[config.mk]
export PLATFORM = sky130hd
export DESIGN_NAME = rtcca_top
export DESIGN_NICKNAME = d
export VERILOG_FILES = /design/src/common/rtcca_pkg.sv /design/src/design/rtcca_top.sv
export SDC_FILE = /design/constraint.sdc
export NUM_CORES = 1
export LEC_CHECK = 0
export ABC_AREA = 1
export BUFFER_PORTS_ARGS = -buffer_cell sky130_fd_sc_hd__buf_2
export CORE_MARGIN = 2
export CORE_UTILIZATION = 30
export DETAILED_ROUTE_END_ITERATION = 10
export GPL_TIMING_DRIVEN = 0
export REMOVE_ABC_BUFFERS = 1
export SLEW_MARGIN = 40
export SYNTH_ARGS = -nofsm -noshare
export SYNTH_HDL_FRONTEND = slang
export SYNTH_SLANG_ARGS = --single-unit
[constraint.sdc]
create_clock -name hclk -period 5.2 [get_ports hclk]
set_input_delay 0.52 -clock hclk [delete_from_list [all_inputs] [get_ports hclk]]
set_output_delay 0.52 -clock hclk [all_outputs]
set_load 0.05 [all_outputs]
[src/common/rtcca_pkg.sv]
// rtcca_pkg: constants, field layout and carrier types of the clock control block
// assumes a 32-bit AHB-Lite register bus on hclk and a slow timekeeping clock pin
// Behaviour
// - drift trim is signed ten bits; positive N adds N pulses per minute, max 511
// - negative trim removes 1 (all ones) up to 512 pulses per minute; zero none
// - clock calendar runs while enable bit 15 is one, disabled otherwise
// - writes to the enable bit take effect only while write unlock is set
// - write unlock can be set only after the system write sequence is done
// - idle stop bit 13 gates the bus clock off while the processor idles
// - output select bit 7 picks seconds clock when one, alarm pulse when zero
// - output pin stays inactive unless output enable bit 0 is one
// - read-only bit 6 shows the timekeeping clock is actively running
// - read-only half second flag clears whenever software writes the seconds field
// - control and alarm control registers reset only on power-on reset
// - eight-bit repeat count: zero gives one trigger, all ones gives 256
// - repeat count decrements on each alarm event; wraps 00 to ff only with wrap enable
// - alarm arm clears itself on an event at count 00 with wrap enable zero
package rtcca_pkg;
   localparam logic [7:0] ADDR_CTRL = 8'h00;
   localparam logic [7:0] ADDR_ALRM = 8'h10;
   localparam logic [7:0] ADDR_IRQ_STAT = 8'h20;
   localparam logic [7:0] ADDR_IRQ_MASK = 8'h24;
   localparam logic [31:0] CTRL_RESET = 32'h0000_0000;
   localparam logic [31:0] ALRM_RESET = 32'h0000_0000;
   localparam int CAL_LSB = 16;
   localparam int CAL_MSB = 25;
   localparam int BIT_ON = 15;
   localparam int BIT_IDLE_STOP = 13;
   localparam int BIT_OUT_SEL = 7;
   localparam int BIT_CLK_RUN = 6;
   localparam int BIT_UNLOCK = 3;
   localparam int BIT_ROLL_SYNC = 2;
   localparam int BIT_HALF_SEC = 1;
   localparam int BIT_OUT_EN = 0;
   localparam int BIT_ARM = 15;
   localparam int BIT_WRAP = 14;
   localparam int BIT_ALRM_SYNC = 12;
   localparam int IRQ_ALARM = 0;
   localparam int IRQ_SECOND = 1;
   localparam int IRQ_W = 2;
   localparam int PRE_W = 15;
   localparam logic [PRE_W-1:0] TICKS_LAST = 15'h7fff;
   localparam logic [PRE_W-1:0] TICKS_HALF = 15'h4000;
   localparam logic [PRE_W-1:0] SYNC_START = 15'h7fe0;
   localparam logic [5:0] SEC_LAST = 6'h3b;
   localparam int CLK_NS = 5;
   localparam int RUN_TIMEOUT_NS = 100000;
   localparam int RUN_TIMEOUT_CYC = RUN_TIMEOUT_NS / CLK_NS;
   localparam logic [1:0] HTRANS_NONSEQ = 2'h2;
   localparam logic [1:0] HTRANS_SEQ = 2'h3;

   typedef struct packed {
      logic [9:0] cal;
      logic on;
      logic idle_stop;
      logic output_source_select;
      logic write_unlock;
      logic output_enable_bit;
   } rtcca_ctrl_t;

   typedef struct packed {
      logic alarm_arm;
      logic repeat_wrap_enable;
      logic [7:0] alarm_repeat_count;
   } rtcca_alrm_t;

   typedef struct packed {
      logic cpu_idle;
      logic unlock_seq_done;
      logic time_sec_write;
      logic alarm_event;
      logic other_reset;
   } rtcca_sys_t;
endpackage : rtcca_pkg

[src/design/rtcca_top.sv]
// rtcca_top: control, calibration, output and alarm repeat logic of the clock calendar
// assumes one AHB-Lite master, hresetn is the power-on reset, sys inputs are on hclk
//
// The placing of the registers and the AHB-Lite register port were left to the implementer.
`timescale 1ns/1ps
module rtcca_top #(
   parameter int RUN_TIMEOUT = rtcca_pkg::RUN_TIMEOUT_CYC
) (
   input wire logic hclk,
   input wire logic hresetn,
   input wire logic hsel,
   input wire logic [31:0] haddr,
   input wire logic [1:0] htrans,
   input wire logic hwrite,
   input wire logic [2:0] hsize,
   input wire logic hready,
   input wire logic [31:0] hwdata,
   output logic [31:0] hrdata,
   output logic hreadyout,
   output logic hresp,
   input wire logic timekeep_clk_pin,
   input wire rtcca_pkg::rtcca_sys_t sys,
   output logic clock_calendar_enable,
   output logic bus_clock_enable,
   output logic clock_calendar_pin_out,
   output logic clock_calendar_pin_oe,
   output logic irq
);
   import rtcca_pkg::*;

   function automatic logic [9:0] trim_mag(input logic [9:0] c);
      trim_mag = c[9] ? 10'((~c) + 10'h001) : c;
   endfunction : trim_mag

   ////////////////////////////////////////////////////////////////////////
   // bus slave: zero wait, registered read data
   logic wr_pend;
   logic [7:0] wr_addr;
   logic next_wr_pend;
   logic [7:0] next_wr_addr;
   logic [31:0] next_hrdata;
   logic addr_ok;

   rtcca_ctrl_t ctrl, next_ctrl;
   rtcca_alrm_t alrm, next_alrm;
   logic [IRQ_W-1:0] irq_stat, next_irq_stat;
   logic [IRQ_W-1:0] irq_mask, next_irq_mask;

   logic clk_running;
   logic half_second_flag;
   logic rollover_sync_flag;
   logic alarm_sync_flag;
   logic alarm_pulse;
   logic seconds_clock;
   logic sec_tick;
   logic alarm_hit;

   assign hreadyout = 1'b1;
   assign hresp = 1'b0;
   assign addr_ok = hsel && hready && (htrans == HTRANS_NONSEQ || htrans == HTRANS_SEQ);

   function automatic logic [31:0] read_mux(input logic [7:0] a);
      read_mux = 32'h0000_0000;
      unique case (a)
         ADDR_CTRL: begin
            read_mux[CAL_MSB:CAL_LSB] = ctrl.cal;
            read_mux[BIT_ON] = ctrl.on;
            read_mux[BIT_IDLE_STOP] = ctrl.idle_stop;
            read_mux[BIT_OUT_SEL] = ctrl.output_source_select;
            read_mux[BIT_CLK_RUN] = clk_running;
            read_mux[BIT_UNLOCK] = ctrl.write_unlock;
            read_mux[BIT_ROLL_SYNC] = rollover_sync_flag;
            read_mux[BIT_HALF_SEC] = half_second_flag;
            read_mux[BIT_OUT_EN] = ctrl.output_enable_bit;
         end
         ADDR_ALRM: begin
            read_mux[BIT_ARM] = alrm.alarm_arm;
            read_mux[BIT_WRAP] = alrm.repeat_wrap_enable;
            read_mux[BIT_ALRM_SYNC] = alarm_sync_flag;
            read_mux[7:0] = alrm.alarm_repeat_count;
         end
         ADDR_IRQ_STAT: read_mux[IRQ_W-1:0] = irq_stat;
         ADDR_IRQ_MASK: read_mux[IRQ_W-1:0] = irq_mask;
         default: read_mux = 32'h0000_0000;
      endcase
   endfunction : read_mux

   always_comb begin
      next_wr_pend = addr_ok && hwrite;
      next_wr_addr = addr_ok ? haddr[7:0] : wr_addr;
      // unmapped or unaligned addresses read zero and drop writes
      next_hrdata = (addr_ok && !hwrite && haddr[1:0] == 2'h0) ? read_mux(haddr[7:0]) : 32'h0000_0000;
      if (haddr[1:0] != 2'h0) begin
         next_wr_pend = 1'b0;
      end
   end

   always_ff @(posedge hclk or negedge hresetn) begin
      if (!hresetn) begin
         wr_pend <= 1'b0;
         wr_addr <= 8'h00;
         hrdata <= 32'h0000_0000;
      end else begin
         wr_pend <= next_wr_pend;
         wr_addr <= next_wr_addr;
         hrdata <= next_hrdata;
      end
   end

   ////////////////////////////////////////////////////////////////////////
   // control, alarm and interrupt registers
   logic wr_ctrl, wr_alrm, wr_stat, wr_mask;
   assign wr_ctrl = wr_pend && wr_addr == ADDR_CTRL;
   assign wr_alrm = wr_pend && wr_addr == ADDR_ALRM;
   assign wr_stat = wr_pend && wr_addr == ADDR_IRQ_STAT;
   assign wr_mask = wr_pend && wr_addr == ADDR_IRQ_MASK;

   always_comb begin
      next_ctrl = ctrl;
      next_alrm = alrm;
      next_irq_stat = irq_stat;
      next_irq_mask = irq_mask;
      if (wr_ctrl) begin
         next_ctrl.cal = hwdata[CAL_MSB:CAL_LSB];
         next_ctrl.idle_stop = hwdata[BIT_IDLE_STOP];
         next_ctrl.output_source_select = hwdata[BIT_OUT_SEL];
         next_ctrl.output_enable_bit = hwdata[BIT_OUT_EN];
         // old unlock value guards the enable, so one write cannot unlock and flip it
         if (ctrl.write_unlock) begin
            next_ctrl.on = hwdata[BIT_ON];
         end
         // clearing unlock is always allowed
         next_ctrl.write_unlock = hwdata[BIT_UNLOCK] && (ctrl.write_unlock || sys.unlock_seq_done);
      end
      if (wr_alrm) begin
         next_alrm.alarm_arm = hwdata[BIT_ARM];
         next_alrm.repeat_wrap_enable = hwdata[BIT_WRAP];
         next_alrm.alarm_repeat_count = hwdata[7:0];
      end
      // hardware update wins over a same-cycle software write
      if (alarm_hit) begin
         if (alrm.alarm_repeat_count == 8'h00 && !alrm.repeat_wrap_enable) begin
            next_alrm.alarm_arm = 1'b0;
            next_alrm.alarm_repeat_count = alrm.alarm_repeat_count;
         end else begin
            next_alrm.alarm_repeat_count = 8'(alrm.alarm_repeat_count - 8'h01);
         end
      end
      if (wr_mask) begin
         next_irq_mask = hwdata[IRQ_W-1:0];
      end
      if (wr_stat) begin
         next_irq_stat = irq_stat & ~hwdata[IRQ_W-1:0];
      end
      if (sys.other_reset) begin
         next_irq_stat = '0;
         next_irq_mask = '0;
      end
      // set wins over clear
      next_irq_stat[IRQ_ALARM] = next_irq_stat[IRQ_ALARM] | alarm_hit;
      next_irq_stat[IRQ_SECOND] = next_irq_stat[IRQ_SECOND] | sec_tick;
   end

   // other reset sources never touch ctrl or alrm
   always_ff @(posedge hclk or negedge hresetn) begin
      if (!hresetn) begin
         ctrl <= rtcca_ctrl_t'({CTRL_RESET[CAL_MSB:CAL_LSB], 5'h00});
         alrm <= rtcca_alrm_t'(ALRM_RESET[9:0]);
         irq_stat <= '0;
         irq_mask <= '0;
      end else begin
         ctrl <= next_ctrl;
         alrm <= next_alrm;
         irq_stat <= next_irq_stat;
         irq_mask <= next_irq_mask;
      end
   end

   assign irq = |(irq_stat & irq_mask);
   assign clock_calendar_enable = ctrl.on;
   assign bus_clock_enable = !(ctrl.idle_stop && sys.cpu_idle);

   ////////////////////////////////////////////////////////////////////////
   // timekeeping clock: synchronise, detect edges, watch for activity
   logic tk_meta, tk_sync, tk_prev;
   logic tk_edge;
   logic [15:0] idle_cnt, next_idle_cnt;
   logic next_clk_running;

   always_ff @(posedge hclk or negedge hresetn) begin
      if (!hresetn) begin
         tk_meta <= 1'b0;
         tk_sync <= 1'b0;
         tk_prev <= 1'b0;
      end else begin
         tk_meta <= timekeep_clk_pin;
         tk_sync <= tk_meta;
         tk_prev <= tk_sync;
      end
   end

   assign tk_edge = tk_sync && !tk_prev;

   always_comb begin
      next_idle_cnt = idle_cnt;
      next_clk_running = clk_running;
      if (tk_edge) begin
         next_idle_cnt = 16'h0000;
         next_clk_running = ctrl.on;
      end else if (idle_cnt >= 16'(RUN_TIMEOUT - 1)) begin
         next_clk_running = 1'b0;
      end else begin
         next_idle_cnt = 16'(idle_cnt + 16'h0001);
      end
      if (!ctrl.on) begin
         next_clk_running = 1'b0;
      end
   end

   always_ff @(posedge hclk or negedge hresetn) begin
      if (!hresetn) begin
         idle_cnt <= 16'h0000;
         clk_running <= 1'b0;
      end else begin
         idle_cnt <= next_idle_cnt;
         clk_running <= next_clk_running;
      end
   end

   ////////////////////////////////////////////////////////////////////////
   // second prescaler with per-minute drift trim
   logic [PRE_W-1:0] pre, next_pre;
   logic [5:0] sec, next_sec;
   logic [9:0] trim_left, next_trim_left;
   logic trim_add, next_trim_add;
   logic tick;
   logic minute_edge;

   // inserted pulses use idle hclk cycles; suppressed ones swallow real edges
   assign tick = ctrl.on && ((tk_edge && !(!trim_add && trim_left != 10'h000)) ||
                             (!tk_edge && trim_add && trim_left != 10'h000));
   assign sec_tick = tick && pre == TICKS_LAST;
   assign minute_edge = sec_tick && sec == SEC_LAST;

   always_comb begin
      next_pre = pre;
      next_sec = sec;
      next_trim_left = trim_left;
      next_trim_add = trim_add;
      if (ctrl.on && trim_left != 10'h000 && (tk_edge != trim_add)) begin
         next_trim_left = 10'(trim_left - 10'h001);
      end
      if (tick) begin
         next_pre = PRE_W'(pre + 1'b1);
         if (sec_tick) begin
            next_sec = (sec == SEC_LAST) ? 6'h00 : 6'(sec + 6'h01);
         end
      end
      if (minute_edge) begin
         next_trim_left = trim_mag(ctrl.cal);
         next_trim_add = !ctrl.cal[9];
      end
      if (sys.time_sec_write) begin
         next_pre = '0;
      end
   end

   always_ff @(posedge hclk or negedge hresetn) begin
      if (!hresetn) begin
         pre <= '0;
         sec <= 6'h00;
         trim_left <= 10'h000;
         trim_add <= 1'b0;
      end else begin
         pre <= next_pre;
         sec <= next_sec;
         trim_left <= next_trim_left;
         trim_add <= next_trim_add;
      end
   end

   assign half_second_flag = pre >= TICKS_HALF;
   assign seconds_clock = pre >= TICKS_HALF;
   assign rollover_sync_flag = ctrl.on && pre >= SYNC_START;
   assign alarm_sync_flag = alrm.alarm_arm && rollover_sync_flag;
   assign alarm_hit = ctrl.on && alrm.alarm_arm && sys.alarm_event;

   ////////////////////////////////////////////////////////////////////////
   // output pin
   logic next_alarm_pulse, next_pin_out, next_pin_oe;

   always_comb begin
      next_alarm_pulse = alarm_hit;
      next_pin_oe = ctrl.output_enable_bit;
      next_pin_out = 1'b0;
      if (ctrl.output_enable_bit) begin
         next_pin_out = ctrl.output_source_select ? seconds_clock : alarm_pulse;
      end
   end

   always_ff @(posedge hclk or negedge hresetn) begin
      if (!hresetn) begin
         alarm_pulse <= 1'b0;
         clock_calendar_pin_out <= 1'b0;
         clock_calendar_pin_oe <= 1'b0;
      end else begin
         alarm_pulse <= next_alarm_pulse;
         clock_calendar_pin_out <= next_pin_out;
         clock_calendar_pin_oe <= next_pin_oe;
      end
   end

   ////////////////////////////////////////////////////////////////////////
   // checks
   property p_on_locked;
      @(posedge hclk) disable iff (!hresetn)
      (wr_ctrl && !ctrl.write_unlock) |=> $stable(ctrl.on);
   endproperty
   a_on_locked: assert property (p_on_locked) else $error("enable changed while locked");

   property p_unlock_seq;
      @(posedge hclk) disable iff (!hresetn)
      ($rose(ctrl.write_unlock)) |-> $past(sys.unlock_seq_done);
   endproperty
   a_unlock_seq: assert property (p_unlock_seq) else $error("unlock set without sequence");

   property p_bus_gate;
      @(posedge hclk) disable iff (!hresetn)
      bus_clock_enable == !(ctrl.idle_stop && sys.cpu_idle);
   endproperty
   a_bus_gate: assert property (p_bus_gate) else $error("bus clock gate wrong");

   property p_pin_off;
      @(posedge hclk) disable iff (!hresetn)
      !ctrl.output_enable_bit |=> !clock_calendar_pin_out && !clock_calendar_pin_oe;
   endproperty
   a_pin_off: assert property (p_pin_off) else $error("pin active while disabled");

   property p_pin_alarm;
      @(posedge hclk) disable iff (!hresetn)
      (alarm_hit && ctrl.output_enable_bit && !ctrl.output_source_select) ##1
      (ctrl.output_enable_bit && !ctrl.output_source_select) |=> clock_calendar_pin_out;
   endproperty
   a_pin_alarm: assert property (p_pin_alarm) else $error("alarm pulse missing on pin");

   property p_half_clear;
      @(posedge hclk) disable iff (!hresetn)
      sys.time_sec_write |=> !half_second_flag;
   endproperty
   a_half_clear: assert property (p_half_clear) else $error("half second not cleared");

   property p_count_dec;
      @(posedge hclk) disable iff (!hresetn)
      (alarm_hit && (alrm.alarm_repeat_count != 8'h00 || alrm.repeat_wrap_enable))
      |=> alrm.alarm_repeat_count == 8'($past(alrm.alarm_repeat_count) - 8'h01);
   endproperty
   a_count_dec: assert property (p_count_dec) else $error("repeat count not decremented");

   property p_disarm;
      @(posedge hclk) disable iff (!hresetn)
      (alarm_hit && alrm.alarm_repeat_count == 8'h00 && !alrm.repeat_wrap_enable)
      |=> !alrm.alarm_arm && alrm.alarm_repeat_count == 8'h00;
   endproperty
   a_disarm: assert property (p_disarm) else $error("alarm not disarmed");

   property p_off_still;
      @(posedge hclk) disable iff (!hresetn)
      !ctrl.on |-> !tick ##1 !clk_running;
   endproperty
   a_off_still: assert property (p_off_still) else $error("timekeeping runs while off");

   property p_trim_load;
      @(posedge hclk) disable iff (!hresetn)
      minute_edge && !sys.time_sec_write |=> trim_left == trim_mag($past(ctrl.cal)) && trim_add == !$past(ctrl.cal[9]);
   endproperty
   a_trim_load: assert property (p_trim_load) else $error("trim not loaded at minute");

endmodule : rtcca_top

==> impl_metrics.yaml <==
timing:
  fmax_mhz: 388
  relSlewSlack: 0.528
  finalCriticalPeriod_ns: 2.58
  tns_ns: 0
  drv_slew: 0
  setup_ws_ns: 2.62
  hold_viol: 0
  finalCritPeriodShare: 0.496
  rsz0062_at_grt: "no"
  fin_worst_skew_ns: 0.00685
  setup_viol_count_final: 0
  tightest_slew_ns: 0.703
yosys:
  synth_top_area_frac: 0.470
  synthArstFlopShare: 1.00
  syn_area_um2: 6120
  syn_area_per_cell_um2: 7.94
  ys_ff_latch: 115
  synth_most_common_cell: "nand2_1"
  synth_cells: 771
  synth-warning-count: 0
  yosys-top-cells-count: "170 x nand2_1, 115 x dfrtp_1, 94 x inv_1"
  synthDistinctLibCells: 40
  synth_edf_count: 0
  synthTopCellsByArea: "dfrtp_1 47%, nand2_1 10%, inv_1 5.8%, nand3_1 5.6%, nor2_1 5.3%"
  synthFlopType: "dfrtp_1"
  ys_seq_area_frac: 0.470
  yosys.area.top_type: "dfrtp_1"
cells_and_area:
  antenna_cells: 0
  syn_to_final_growth_pct: 19.6
  stdcell_count: 1124
  filler_cell_count: 2065
  fin_nets: 929
  drive_gt1_frac: 0.152
clock_network:
  clockBufferDepth: 2
  h-tree-depth: 4
  clock-sinks: 115
  cts_tree: "yes"
  cts-root-buf: "clkbuf_16"
  cts_buffers: 17
  clk_pin_slew_worst_paths_ns: 0.05
  clk_latency_ns: 0.41
global_routing:
  grt_pass1_wl_mm: 23.8
  first_global_vias: 4922
  grt_max_degree: 73
  overflow: 0
  antenna_found_initial: 0
  track_usage: 0.137
detailed_routing:
  drt_first_pass_iters: 4
  drc: 0
  via_per_inst: 4.51
  postRouteAntennaNets: 0
  drt_wl_total_mm: 14.0
  dr_total_vias: 5071
  wl_per_cell_um: 12.4
  drtIter0Drc: 313
floorplanning:
  fp.dieH_um: 147
  die_area_um2: 21600
  io_pins: 119
  die_w_um: 147
  start_util: 0.304
  rows: 52
  coreArea_um2: 20100
place:
  dp_cells: 1091
  io_buffers: 67
  hpwl_mm: 10.1
  place_congestion: 0.829
  pre_cts_slack_ns: 2.61
power_and_ir_drop:
  p_per_area_nw_per_um2: 347
  finalPower_mw: 2.54
  peakVddDrop_uv: 213
  p_leak_nw: 3.66
critical_path:
  worstSetupPathType: "flop to flop"
  arrival_ns: 2.87
  cp-start-kind: "flop"
  cp_max_fo: 15
  cp.required_ns: 5.49
  end_kind: "flop"
status:
  status: "finished, final reports clean"
hold_path:
  worstHoldPathType: "input port to flop"
job:
  maxCapViolCount: 0
==> cells by family after synthesis <==
family,after synthesis,share of synthesized area
AND/OR/NAND/NOR,372,0.272
buffers and inverters,129,0.0916
flip-flops,115,0.470
AO/OA/AOI/OAI,111,0.0983
XOR/XNOR,31,0.0444
adder cells (fa/ha/maj),8,0.0164
multiplexers,3,0.00552
other,2,0.00123
==> where the power goes <==
part           total (mW)  switching [mW]  internal [mW]
Sequential           1.01          0.0529          0.961
Clock                1.20           0.417          0.781
Combinational       0.330           0.225          0.105
Total                2.54           0.695           1.85
==> cells in the final DEF, fill, tap and decap left out, types with 3 or more instances in the layout <==
| master | n |
|---|---|
| inv_1 | 94 |
| o21ai_2 | 4 |
| nor3_2 | 3 |
| mux2_2 | 3 |
| nor2_1 | 85 |
| o31ai_1 | 4 |
| nand3_2 | 3 |
| a21oi_1 | 24 |
| nor2_2 | 5 |
| xor2_1 | 28 |
| bufinv_16 | 3 |
| o21ai_0 | 64 |
| conb_1 | 12 |
| ha_1 | 8 |
| dfrtp_1 | 115 |
| buf_2 | 66 |
| o21ai_1 | 4 |
| nand2_1 | 170 |
| clkinvlp_4 | 3 |
| nor3_1 | 13 |
| o22ai_1 | 6 |
| xnor2_1 | 3 |
| nand3_1 | 69 |
| nand4_1 | 11 |
| clkinv_4 | 3 |
| inv_2 | 5 |
| nor2_4 | 4 |
| clkbuf_16 | 17 |
==> path summary, 6_finish.rpt <==
kind | slack, ns | endpoint | from | cells past startpoint
min in group asynchronous | 0.59 | tk_sync | hresetn | 2
max in group asynchronous | 3.93 | hrdata[3] | hresetn | 3
min reg2reg | 0.35 | tk_sync | tk_meta | 0
max reg2reg | 2.62 | idle_cnt[4] | idle_cnt[0] | 11
max | 2.62 | idle_cnt[4] | idle_cnt[0] | 11
min | 0.22 | tk_meta | timekeep_clk_pin | 1
==> timing repair <==
item / in CTS / in global routing
endpoints found under the hold margin: 2 / 0
setup buffers: 0 / 0
setup endpoints to repair: 0 / 0
gates resized for setup: 0 / 0
hold buffers: 1 / 0
==> metal layers <==
| metal | part of all wire | GRT usage |
|---|---|---|
| met1 | 0.48 | 0.182 |
| met4 | 0.0091 | 0.0403 |
| met5 | 0 | 0 |
| met2 | 0.47 | 0.220 |
| met3 | 0.036 | 0.0351 |
==> worst max-delay path, stage by stage (launching register included) <==
cell     delay [ns]
dfrtp_1        0.41
ha_1           0.28
nand2_1        0.13
nor2_1         0.06
nor2_1         0.12
nor3_1         0.06
nor3_2         0.54
inv_1          0.09
nand2_1        0.38
inv_1          0.24
nand2_1        0.11
nand2_1        0.06
==> per-stage QoR <==
stage                     utilization  area (µm²)  hold WS, ns
final                           0.364        7320        0.224
after detailed placement        0.333        6690        0.345
after global placement          0.331        6650        0.344
after CTS                       0.364        7320        0.202
after floorplan                     -        5980        0.224
after global routing            0.364        7320        0.205
==> sequential cells by signal, indices dropped and copies added, names as in the netlist, 2 cells and up <==
name and cells:
hrdata 22, wr_addr 8, ctrl 13, trim_left 10
sec 6, irq_stat 2, alrm 10, idle_cnt 16
irq_mask 2, pre 15
==> cell type report <==
type	count	area, µm²	area share
clock buffers	21	460	0.0629
clock inverters	11	153	0.0209
inverters	101	379	0.0518
multi-input cells	537	2730	0.373
flip-flops and latches	115	2880	0.393
well taps	270	338	0.0462
repair buffers	69	383	0.0523
(Power assumes the default switching activity.)
